File: src/verilog/gpmx_pkg.sv
// gpmx_pkg: constants and carrier types for the gpio port and pin function mux
// assumes a 20 MHz core clock and a 32-bit classic wishbone register bus
package gpmx_pkg;

  // core clock and fixed clock output
  localparam int unsigned GPMX_CLK_HZ  = 20_000_000;
  localparam int unsigned GPMX_FIXED_CLOCK_OUT_HZ = 2_560_000;
  // toggle accumulator: two toggles per output period
  localparam int unsigned GPMX_FIXED_CLOCK_OUT_INC = 2 * GPMX_FIXED_CLOCK_OUT_HZ / 10_000;
  localparam int unsigned GPMX_FIXED_CLOCK_OUT_MOD = GPMX_CLK_HZ / 10_000;
  localparam int unsigned GPMX_ACC_W    = 12;

  // pin counts
  localparam int unsigned GPMX_NPINS  = 9;
  localparam int unsigned GPMX_NPORTS = 3;

  // register byte addresses
  localparam logic [31:0] GPMX_CON0_ADDR = 32'hFFFF_0D00;
  localparam logic [31:0] GPMX_CON1_ADDR = 32'hFFFF_0D04;
  localparam logic [31:0] GPMX_CON2_ADDR = 32'hFFFF_0D08;
  localparam logic [31:0] GPMX_DAT0_ADDR = 32'hFFFF_0D20;
  localparam logic [31:0] GPMX_DAT1_ADDR = 32'hFFFF_0D24;
  localparam logic [31:0] GPMX_DAT2_ADDR = 32'hFFFF_0D28;
  localparam logic [31:0] GPMX_SET0_ADDR = 32'hFFFF_0D30;
  localparam logic [31:0] GPMX_SET1_ADDR = 32'hFFFF_0D34;
  localparam logic [31:0] GPMX_SET2_ADDR = 32'hFFFF_0D38;
  localparam logic [31:0] GPMX_CLR0_ADDR = 32'hFFFF_0D40;
  localparam logic [31:0] GPMX_CLR1_ADDR = 32'hFFFF_0D44;
  localparam logic [31:0] GPMX_CLR2_ADDR = 32'hFFFF_0D48;

  // function select reset values
  localparam logic [31:0] GPMX_CON0_RST = 32'h1110_0000;
  localparam logic [31:0] GPMX_CON1_RST = 32'h1000_0000;
  localparam logic [31:0] GPMX_CON2_RST = 32'h0100_0000;

  // function select fields
  localparam int unsigned GPMX_FS_STRIDE   = 4;
  localparam int unsigned GPMX_HV_A_EN_BIT = 20;
  localparam int unsigned GPMX_HV_B_EN_BIT = 24;
  localparam int unsigned GPMX_LIN_RECEIVE_INTERNAL_BIT   = 16;
  localparam int unsigned GPMX_LIN_TRANSMIT_INTERNAL_BIT   = 20;

  // data register fields
  localparam int unsigned GPMX_DIR_LSB = 24;
  localparam int unsigned GPMX_OUT_LSB = 16;
  localparam int unsigned GPMX_IN_LSB  = 0;

  // implemented bits per port: {port2, port1, port0}
  localparam logic [2:0][7:0] GPMX_PORT_MASK = {8'h33, 8'h03, 8'h7F};

  // internal bit positions
  localparam int unsigned GPMX_HV_A_BIT  = 5;
  localparam int unsigned GPMX_HV_B_BIT  = 6;
  localparam int unsigned GPMX_LIN_RECEIVE_INTERNAL_POS = 4;
  localparam int unsigned GPMX_LIN_TRANSMIT_INTERNAL_POS = 5;

  // external pad bundle
  typedef struct packed {
    logic [8:0] out;
    logic [8:0] oe_n;
  } gpmx_pad_t;

  // alternate function drive from on-chip peripherals
  typedef struct packed {
    logic [8:0] drive;
    logic [8:0] en;
  } gpmx_alt_t;

  // pin to port number
  function automatic logic [1:0] gpmx_pin_port(input int unsigned k);
    gpmx_pin_port = (k < 5) ? 2'd0 : (k < 7) ? 2'd1 : 2'd2;
  endfunction : gpmx_pin_port

  // pin to bit within its port
  function automatic logic [2:0] gpmx_pin_bit(input int unsigned k);
    gpmx_pin_bit = (k < 5) ? 3'(k) : (k < 7) ? 3'(k - 5) : 3'(k - 7);
  endfunction : gpmx_pin_bit

endpackage : gpmx_pkg

File: src/verilog/gpmx_top.sv
// gpmx_top: three gpio ports, nine pads, alternate function mux, wishbone slave
// assumes pads come from outside the clock domain; peripherals share clk_i
//
// Summary of operation
// - nine two-way pads in three ports of five, two and two bits
// - after reset every pad is plain gpio until software selects otherwise
// - external interrupts on pads 0, 5, 7, 8 are level, active high
// - each port has function select, dir/data, bit set, bit clear registers
// - during power down every pad keeps its previous output level
// - pad 0 is port bit, external interrupt zero or spi slave select
// - pads 1 to 3 are port bits or spi clock, miso and mosi
// - pad 4 is port bit or a fixed 2.56 MHz clock output
// - port0 bits 5 and 6 are internal two-wire high voltage link lines
// - pad 5 is port bit, interrupt one or uart rx; pad 6 uart tx
// - pad 7 is port bit, interrupt four or readback of the lin pin
// - pad 8 is port bit, interrupt five or direct drive of lin pin
// - port2 bits 4 and 5 are internal lin rx/tx diagnostics; bit 6 reserved
// - port0 function select at 0xffff0d00, read/write, resets to 0x11100000
// - bits 0,4,8,12,16 select alternate function for pads 0 to 4
//
// Local design decision: the Wishbone register port.
`timescale 1ns/100ps
module gpmx_top
  import gpmx_pkg::*;
(
  input  wire logic        clk_i,
  input  wire logic        rst_i,
  input  wire logic [31:0] adr_i,
  input  wire logic [31:0] dat_i,
  output logic      [31:0] dat_o,
  input  wire logic        we_i,
  input  wire logic [3:0]  sel_i,
  input  wire logic        cyc_i,
  input  wire logic        stb_i,
  output logic             ack_o,
  input  wire logic [8:0]  pad_i,
  output gpmx_pad_t        pad_o,
  input  wire logic        power_down_i,
  input  wire gpmx_alt_t   alt_i,
  output logic      [8:0]  alt_in_o,
  output logic      [3:0]  ext_irq_o,
  input  wire logic [1:0]  hv_link_i,
  output logic      [1:0]  hv_link_o,
  output logic      [1:0]  hv_link_oe_n_o,
  input  wire logic        lin_receive_internal_i,
  output logic             lin_transmit_internal_o,
  output logic             lin_transmit_internal_en_o,
  output logic             lin_pin_drive_o,
  output logic             lin_pin_drive_en_o,
  output logic             fixed_clock_out_o
);

  logic [31:0]      con [GPMX_NPORTS];
  logic [7:0]       dir [GPMX_NPORTS];
  logic [7:0]       out [GPMX_NPORTS];
  logic [7:0]       pin_in [GPMX_NPORTS];
  logic [8:0]       sync1;
  logic [8:0]       sync2;
  logic [8:0]       fsel;
  logic [8:0]       alt_val;
  logic [8:0]       alt_en;
  logic [8:0]       next_pad_out;
  logic [8:0]       next_pad_oe_n;
  logic [GPMX_ACC_W-1:0] acc;
  logic             fixed_clock_out;
  logic             req;
  logic             wr;
  logic [31:0]      next_dat;

  // write mask from byte selects
  function automatic logic [31:0] byte_mask(input logic [3:0] sel);
    byte_mask = {{8{sel[3]}}, {8{sel[2]}}, {8{sel[1]}}, {8{sel[0]}}};
  endfunction : byte_mask

  assign req = cyc_i & stb_i & ~ack_o;
  assign wr  = req & we_i;

  always_ff @(posedge clk_i) begin
    if (rst_i) begin
      sync1 <= '0;
      sync2 <= '0;
    end else begin
      sync1 <= pad_i;
      sync2 <= sync1;
    end
  end

  assign ext_irq_o = {sync2[8], sync2[7], sync2[5], sync2[0]};
  assign alt_in_o  = sync2;

  always_ff @(posedge clk_i) begin
    if (rst_i) begin
      con[0] <= GPMX_CON0_RST;
      con[1] <= GPMX_CON1_RST;
      con[2] <= GPMX_CON2_RST;
    end else if (wr) begin
      case (adr_i)
        GPMX_CON0_ADDR: begin
          con[0] <= (con[0] & ~byte_mask(sel_i)) | (dat_i & byte_mask(sel_i));
        end
        GPMX_CON1_ADDR: begin
          con[1] <= (con[1] & ~byte_mask(sel_i)) | (dat_i & byte_mask(sel_i));
        end
        GPMX_CON2_ADDR: begin
          con[2] <= (con[2] & ~byte_mask(sel_i)) | (dat_i & byte_mask(sel_i));
        end
        default: begin
        end
      endcase
    end
  end

  // direction and output data per port
  generate
    for (genvar p = 0; p < GPMX_NPORTS; p++) begin : g_port
      localparam logic [31:0] DAT_A = GPMX_DAT0_ADDR + 32'(4 * p);
      localparam logic [31:0] SET_A = GPMX_SET0_ADDR + 32'(4 * p);
      localparam logic [31:0] CLR_A = GPMX_CLR0_ADDR + 32'(4 * p);
      localparam logic [7:0]  MASK  = GPMX_PORT_MASK[p];
      logic [7:0] wdir;
      logic [7:0] wout;
      assign wdir = dat_i[GPMX_DIR_LSB +: 8] & MASK;
      assign wout = dat_i[GPMX_OUT_LSB +: 8] & MASK;

      always_ff @(posedge clk_i) begin
        if (rst_i) begin
          dir[p] <= '0;
        end else if (wr && adr_i == DAT_A && sel_i[GPMX_DIR_LSB / 8]) begin
          dir[p] <= wdir;
        end
      end

      always_ff @(posedge clk_i) begin
        if (rst_i) begin
          out[p] <= '0;
        end else if (wr && sel_i[GPMX_OUT_LSB / 8]) begin
          if (adr_i == DAT_A) begin
            out[p] <= wout;
          end else if (adr_i == SET_A) begin
            out[p] <= out[p] | wout;
          end else if (adr_i == CLR_A) begin
            out[p] <= out[p] & ~wout;
          end
        end
      end
    end
  endgenerate

  // input field from synchronised pads and internal lines
  always_comb begin
    for (int p = 0; p < GPMX_NPORTS; p++) begin
      pin_in[p] = '0;
    end
    for (int unsigned k = 0; k < GPMX_NPINS; k++) begin
      pin_in[gpmx_pin_port(k)][gpmx_pin_bit(k)] = sync2[k];
    end
    pin_in[0][GPMX_HV_A_BIT] = hv_link_i[0];
    pin_in[0][GPMX_HV_B_BIT] = hv_link_i[1];
    pin_in[2][GPMX_LIN_RECEIVE_INTERNAL_POS] = con[2][GPMX_LIN_RECEIVE_INTERNAL_BIT] ? lin_receive_internal_i
                                                       : out[2][GPMX_LIN_RECEIVE_INTERNAL_POS];
    pin_in[2][GPMX_LIN_TRANSMIT_INTERNAL_POS] = out[2][GPMX_LIN_TRANSMIT_INTERNAL_POS];
  end

  always_ff @(posedge clk_i) begin
    if (rst_i) begin
      acc  <= '0;
      fixed_clock_out <= 1'b0;
    end else if (acc + GPMX_ACC_W'(GPMX_FIXED_CLOCK_OUT_INC) >= GPMX_ACC_W'(GPMX_FIXED_CLOCK_OUT_MOD)) begin
      acc  <= acc + GPMX_ACC_W'(GPMX_FIXED_CLOCK_OUT_INC) - GPMX_ACC_W'(GPMX_FIXED_CLOCK_OUT_MOD);
      fixed_clock_out <= ~fixed_clock_out;
    end else begin
      acc  <= acc + GPMX_ACC_W'(GPMX_FIXED_CLOCK_OUT_INC);
    end
  end

  // per-pad function mux
  generate
    for (genvar k = 0; k < GPMX_NPINS; k++) begin : g_pin
      localparam logic [1:0] P = gpmx_pin_port(k);
      localparam logic [2:0] B = gpmx_pin_bit(k);
      assign fsel[k] = con[P][GPMX_FS_STRIDE * B];
      if (k == 4) begin : g_fixed_clock_out
        assign alt_val[k] = fixed_clock_out;
        assign alt_en[k]  = 1'b1;
      end else if (k == 7) begin : g_linrd
        // lin pin level onto pad 7
        assign alt_val[k] = lin_receive_internal_i;
        assign alt_en[k]  = 1'b1;
      end else if (k == 5 || k == 8) begin : g_inonly
        // uart rx and lin drive are inputs
        assign alt_val[k] = 1'b0;
        assign alt_en[k]  = 1'b0;
      end else begin : g_periph
        // spi and uart tx from peripherals
        assign alt_val[k] = alt_i.drive[k];
        assign alt_en[k]  = alt_i.en[k];
      end
      assign next_pad_out[k]  = fsel[k] ? alt_val[k] : out[P][B];
      assign next_pad_oe_n[k] = fsel[k] ? ~alt_en[k] : ~dir[P][B];
    end
  endgenerate

  // pads hold their level in power down
  always_ff @(posedge clk_i) begin
    if (rst_i) begin
      pad_o.out  <= '0;
      pad_o.oe_n <= '1;
    end else if (!power_down_i) begin
      pad_o.out  <= next_pad_out;
      pad_o.oe_n <= next_pad_oe_n;
    end
  end

  always_ff @(posedge clk_i) begin
    if (rst_i) begin
      hv_link_o      <= '0;
      hv_link_oe_n_o <= '1;
    end else begin
      hv_link_o      <= {out[0][GPMX_HV_B_BIT], out[0][GPMX_HV_A_BIT]};
      hv_link_oe_n_o <= ~({con[0][GPMX_HV_B_EN_BIT], con[0][GPMX_HV_A_EN_BIT]}
                          & {dir[0][GPMX_HV_B_BIT], dir[0][GPMX_HV_A_BIT]});
    end
  end

  always_ff @(posedge clk_i) begin
    if (rst_i) begin
      lin_transmit_internal_o    <= 1'b0;
      lin_transmit_internal_en_o <= 1'b0;
      lin_pin_drive_o            <= 1'b0;
      lin_pin_drive_en_o         <= 1'b0;
    end else begin
      lin_transmit_internal_o    <= out[2][GPMX_LIN_TRANSMIT_INTERNAL_POS];
      lin_transmit_internal_en_o <= con[2][GPMX_LIN_TRANSMIT_INTERNAL_BIT];
      lin_pin_drive_o            <= sync2[8];
      lin_pin_drive_en_o         <= fsel[8];
    end
  end

  assign fixed_clock_out_o = fixed_clock_out;

  // read mux
  always_comb begin
    next_dat = '0;
    case (adr_i)
      GPMX_CON0_ADDR: next_dat = con[0];
      GPMX_CON1_ADDR: next_dat = con[1];
      GPMX_CON2_ADDR: next_dat = con[2];
      GPMX_DAT0_ADDR: next_dat = {dir[0], out[0], 8'h00, pin_in[0]};
      GPMX_DAT1_ADDR: next_dat = {dir[1], out[1], 8'h00, pin_in[1]};
      GPMX_DAT2_ADDR: next_dat = {dir[2], out[2], 8'h00, pin_in[2]};
      default:        next_dat = '0;
    endcase
  end

  // wishbone answer, one wait state
  always_ff @(posedge clk_i) begin
    if (rst_i) begin
      ack_o <= 1'b0;
      dat_o <= '0;
    end else begin
      ack_o <= req;
      if (req && !we_i) begin
        dat_o <= next_dat;
      end
    end
  end

endmodule : gpmx_top

File: config.mk
export PLATFORM = sky130hd
export DESIGN_NAME = gpmx_top
export DESIGN_NICKNAME = d
export VERILOG_FILES = /design/src/verilog/gpmx_pkg.sv /design/src/verilog/gpmx_top.sv
export SDC_FILE = /design/constraint.sdc
export NUM_CORES = 1
export LEC_CHECK = 0
export BUFFER_PORTS_ARGS = -buffer_cell sky130_fd_sc_hd__buf_2
export CORE_MARGIN = 1
export CORE_UTILIZATION = 49
export DETAILED_ROUTE_END_ITERATION = 8
export PLACE_DENSITY = 0.72
export SYNTH_ARGS = -nofsm -noshare
export SYNTH_HDL_FRONTEND = slang
export SYNTH_SLANG_ARGS = --single-unit
File: constraint.sdc
create_clock -name clk_i -period 8.7 [get_ports clk_i]
set_input_delay 1.74 -clock clk_i [delete_from_list [all_inputs] [get_ports clk_i]]
set_output_delay 1.74 -clock clk_i [all_outputs]
set_load 0.05 [all_outputs]
# Word level (Yosys, flattened, before mapping)
# Memory sizes are Yosys's and may differ from the RTL's.
# Cells that the tools add are included.
# word_totals
elab_cells,198
reg_bits,90
n_memories,3
output_inout_bits,73
in_bits,104
mem_bits_rw,141
# op_classes
add_sub_neg,2
eq_ne,12
reduce_logical,9
mux,104
magnitude_cmp,1
bitwise,53
# mem_list
memory,depth,width,rd,rd_clocked_by_memory_dff,wr,line_no,source
con,3,32,3,0,3,gpmx_top.sv:53,logic [31:0] con [GPMX_NPORTS];
out,3,8,3,0,3,gpmx_top.sv:55,logic [7:0] out [GPMX_NPORTS];
dir,3,7,3,0,3,gpmx_top.sv:54,logic [7:0] dir [GPMX_NPORTS];
# op_table
op,n
"32-bit equality test, second input constant",12
32-bit one-hot mux with 6 select lines,1
32-bit AND,4
32-bit two-way mux,3
32-bit OR,3
1-bit two-way mux,87
8-bit two-way mux,9
32-bit inverter,1
8-bit AND,3
7-bit two-way mux,3
1-bit inverter,16
1-bit OR,15
"12-bit by 10-bit adder with 12-bit output, second input constant",1
"12-bit by 11-bit >= comparator with 1-bit output, second input constant",1
12-bit two-way mux,1
"12-bit by 11-bit subtractor with 12-bit output, second input constant",1
1-bit logical AND,8
2-bit inverter with 8-bit output,1
6-bit inverter with 8-bit output,1
7-bit inverter with 8-bit output,1
8-bit by 2-bit OR with 8-bit output,1
8-bit by 6-bit OR with 8-bit output,1
8-bit by 7-bit OR with 8-bit output,1
1-bit AND,3
3 further kinds,3

# Longest topological paths before layout
# depth
ltp_word,10
depth_mapped,8
mapped_depth_nobuf,6

# Least setup slack after synthesis
# Ideal clock, no wire load.
# synth_path
path_kind,input-to-reg
from,input adr_i[12]
to,memory con[2][0] (netlist: con[0][64]) (enable)
required_ns,8.272
path_slack_ns,3.894
path_stages,6
arrival_ns,4.378
setup_time_ns,0.428
n_path_buf,2
path_cell_list,nand4b_1 nor4_2 buf_2 nand3_1 clkbuf_1 o21bai_1
# synth_lines
item,line_no,source
"start, declared",gpmx_top.sv:28,"input wire logic [31:0] adr_i,"
"end, declared",gpmx_top.sv:53,

==> impl_metrics.ini <==
[status]
status = finished clean

[route]
vias = 7828
wirelength_um = 27600
wl_per_cell_um = 21.0
via_per_inst = 5.97
drtIter0Drc = 803
drc_errors = 0
ant_nets = 0
dr.pass1.iters = 7

[grt]
grt-ovfl-total = 0
grt_max_degree = 62
grt_pass1_vias = 7434
grt_pass1_wl_um = 41700
grt_usage = 0.267
antenna_found_initial = 1

[setup_path]
worstSetupPathType = in2reg
slowest_stage = or4_1
r2r_cells = 4
cp_cell_sequence = buf_2 > or4_1 > nor2_2 > nand4_4 > buf_4 > nand3b_1
cp_data_arrival_time_ns = 4.79
cp_slowest_stage_delay_ns = 0.95
end_kind = flop
start_kind = primary input
crit_fanout = 60
critPathRequiredTime_ns = 8.95

[synth]
synthFlopType = edfxtp_1
yosys-top-cells-area = edfxtp_1 (37%), dfxtp_1 (18%), nand2b_1 (6.2%)
yosysWarnings = 0
synth_top_area_frac = 0.373
synthCells = 893
synth_edf_count = 122
synthTopCellsByCount = edfxtp_1 (122), nand2b_1 (98), dfxtp_1 (86)
synth_nets = 1001
ys_types = 62
yosysTopAreaCell = edfxtp_1
ys_seq_area_frac = 0.548
yosysMostFrequentCell = edfxtp_1
yosys_register_bits = 208
syn_area_um2 = 9830
synthArstFlopShare = 0
avgSynthCellArea_um2 = 11.0

[cts]
cts_buffer_depth = 3
clkTransAtPathRegs_ns = 0.06
cts.htree.levels = 1
post_cts_buffers = 0
ctsHoldBuffers = 0
cts.sinks = 208
post_cts_resized = 0
numCtsBuffers = 23
worst_skew_pair.late_latency_ns = 0.51
root_buffer = clkbuf_16
cts_tree = done

[timing]
finClkSkew_ns = 0.0123
finalSetupTns_ns = 0
worst_pin_slew_ns = 1.08
fin_crit_sh = 0.522
max_slew_margin = 0.282
rsz0062_at_grt = no
slew_violations = 0
hold_violations = 0
finalCriticalPeriod_ns = 4.54
fmax_ghz = 0.220
setup_viol = 0

[die]
initial_core_util = 0.502
core-area_um2 = 19600
die_h_um = 144
std_cell_rows = 51
die_w_um = 144
pin_count = 177
die_area_um2 = 20600

[flow_run]
drv_cap = 0

[power_and_ir_drop]
total_power_w = 0.00219
max-vdd-ir-drop_uv = 186
power.density_nw_per_um2 = 190
p_leak_nw = 4.13

[cells_and_area]
n_fill_cell = 1692
design.final.nets = 1138
area_growth_syn_to_layout_pct = 17.2
drive_gt1_frac = 0.269
final_area_um2 = 11500

[placed_design]
placed_area_um2 = 10800
dp_hpwl_um = 17800
place.port_buffers = 168
gp_congestion = 0.849

[hold_path]
hold_depth = 1
hold_path.class = reg2reg
layout by cell type (no fill, tap or decap), types with 7 or more instances in the layout:
master     instances
clkbuf_1           9
nor2_1            32
clkbuf_16         23
mux2_2             7
dfxtp_1           86
nand2_1           66
nand3b_1          21
a222oi_1          13
a22oi_1           23
nand4_1            8
o22ai_1            7
nor4b_1           11
a21oi_2           40
o31ai_1           18
a21oi_1           81
a22o_1            18
a221oi_1           8
nor2b_1           36
buf_2            168
nand3_1            7
buf_4             14
nor4_1             7
mux2i_1           19
edfxtp_1         122
nand2b_1          98
area by class of cell:
cell class / instances / area [um2] / area share
antenna: 1 / 2.50 / 0.000217
clock buffer: 34 / 637 / 0.0553
multi-input combinational: 609 / 4160 / 0.361
sequential: 208 / 5390 / 0.467
timing repair buffer: 182 / 946 / 0.0821
inverter: 6 / 22.5 / 0.00196
tap: 265 / 332 / 0.0288
clock inverter: 7 / 40.0 / 0.00348
metal layers:
metal,track usage,vias up,routed length [um]
met4,0.105,0,1010
met1,0.363,3721,11400
met2,0.427,435,12800
li1,-,3612,-
met5,0,-,0
met3,0.0427,60,2400
final timing paths:
check,to,start,slack [ns]
hold / removal,alt_in_o[6]$_SDFF_PP0_,sync1[6]$_SDFF_PP0_,0.43
hold reg to reg,alt_in_o[6]$_SDFF_PP0_,sync1[6]$_SDFF_PP0_,0.43
setup / recovery,con[0][20]$_SDFFCE_PN1P_,adr_i[5],4.16
setup reg to reg,out[0][3]$_DFFE_PP_,ack_o$_SDFF_PP0_,6.02
metrics by stage:
step,setup WS (ns),std cells,hold WS (ns),utilization
3_5_place_dp,3.68,1270,0.422,0.553
4_1_cts,4.22,1311,0.436,0.588
5_1_grt,4.08,1312,0.458,0.588
2_1_floorplan,3.89,893,0.414,-
3_3_place_gp,3.70,1270,0.417,0.553
6_report,4.16,1312,0.434,0.588
registers in the layout (all words and copies together), names as in the netlist, 2 cells and up:
name and flops:
acc 8, sync1 9, pad_o 18, con 96
hv_link_o 2, alt_in_o 9, hv_link_oe_n_o 2, out 13
dir 13, dat_o 32
power breakdown:
group          switching (W)  internal (W)  leakage [nW]
sequential         0.0000237       0.00107          1.94
combinational       0.000136     0.0000672          1.85
clock               0.000382      0.000506         0.330
total               0.000542       0.00165          4.13
kinds of logic after synthesis:
group	synth area share
AND/OR/NAND/NOR	0.196
adder cells (fa/ha/maj)	0.00509
buffers and inverters	0.0362
multiplexers	0.0274
flip-flops	0.548
XOR/XNOR	0.00357
AO/OA/AOI/OAI	0.184
critical path, delay by kind of cell:
kind | cells | cell delay, ns
buffers and inverters | 2 | 0.98
and+or+nand+nor | 4 | 2.02
(Power assumes the default switching activity.)
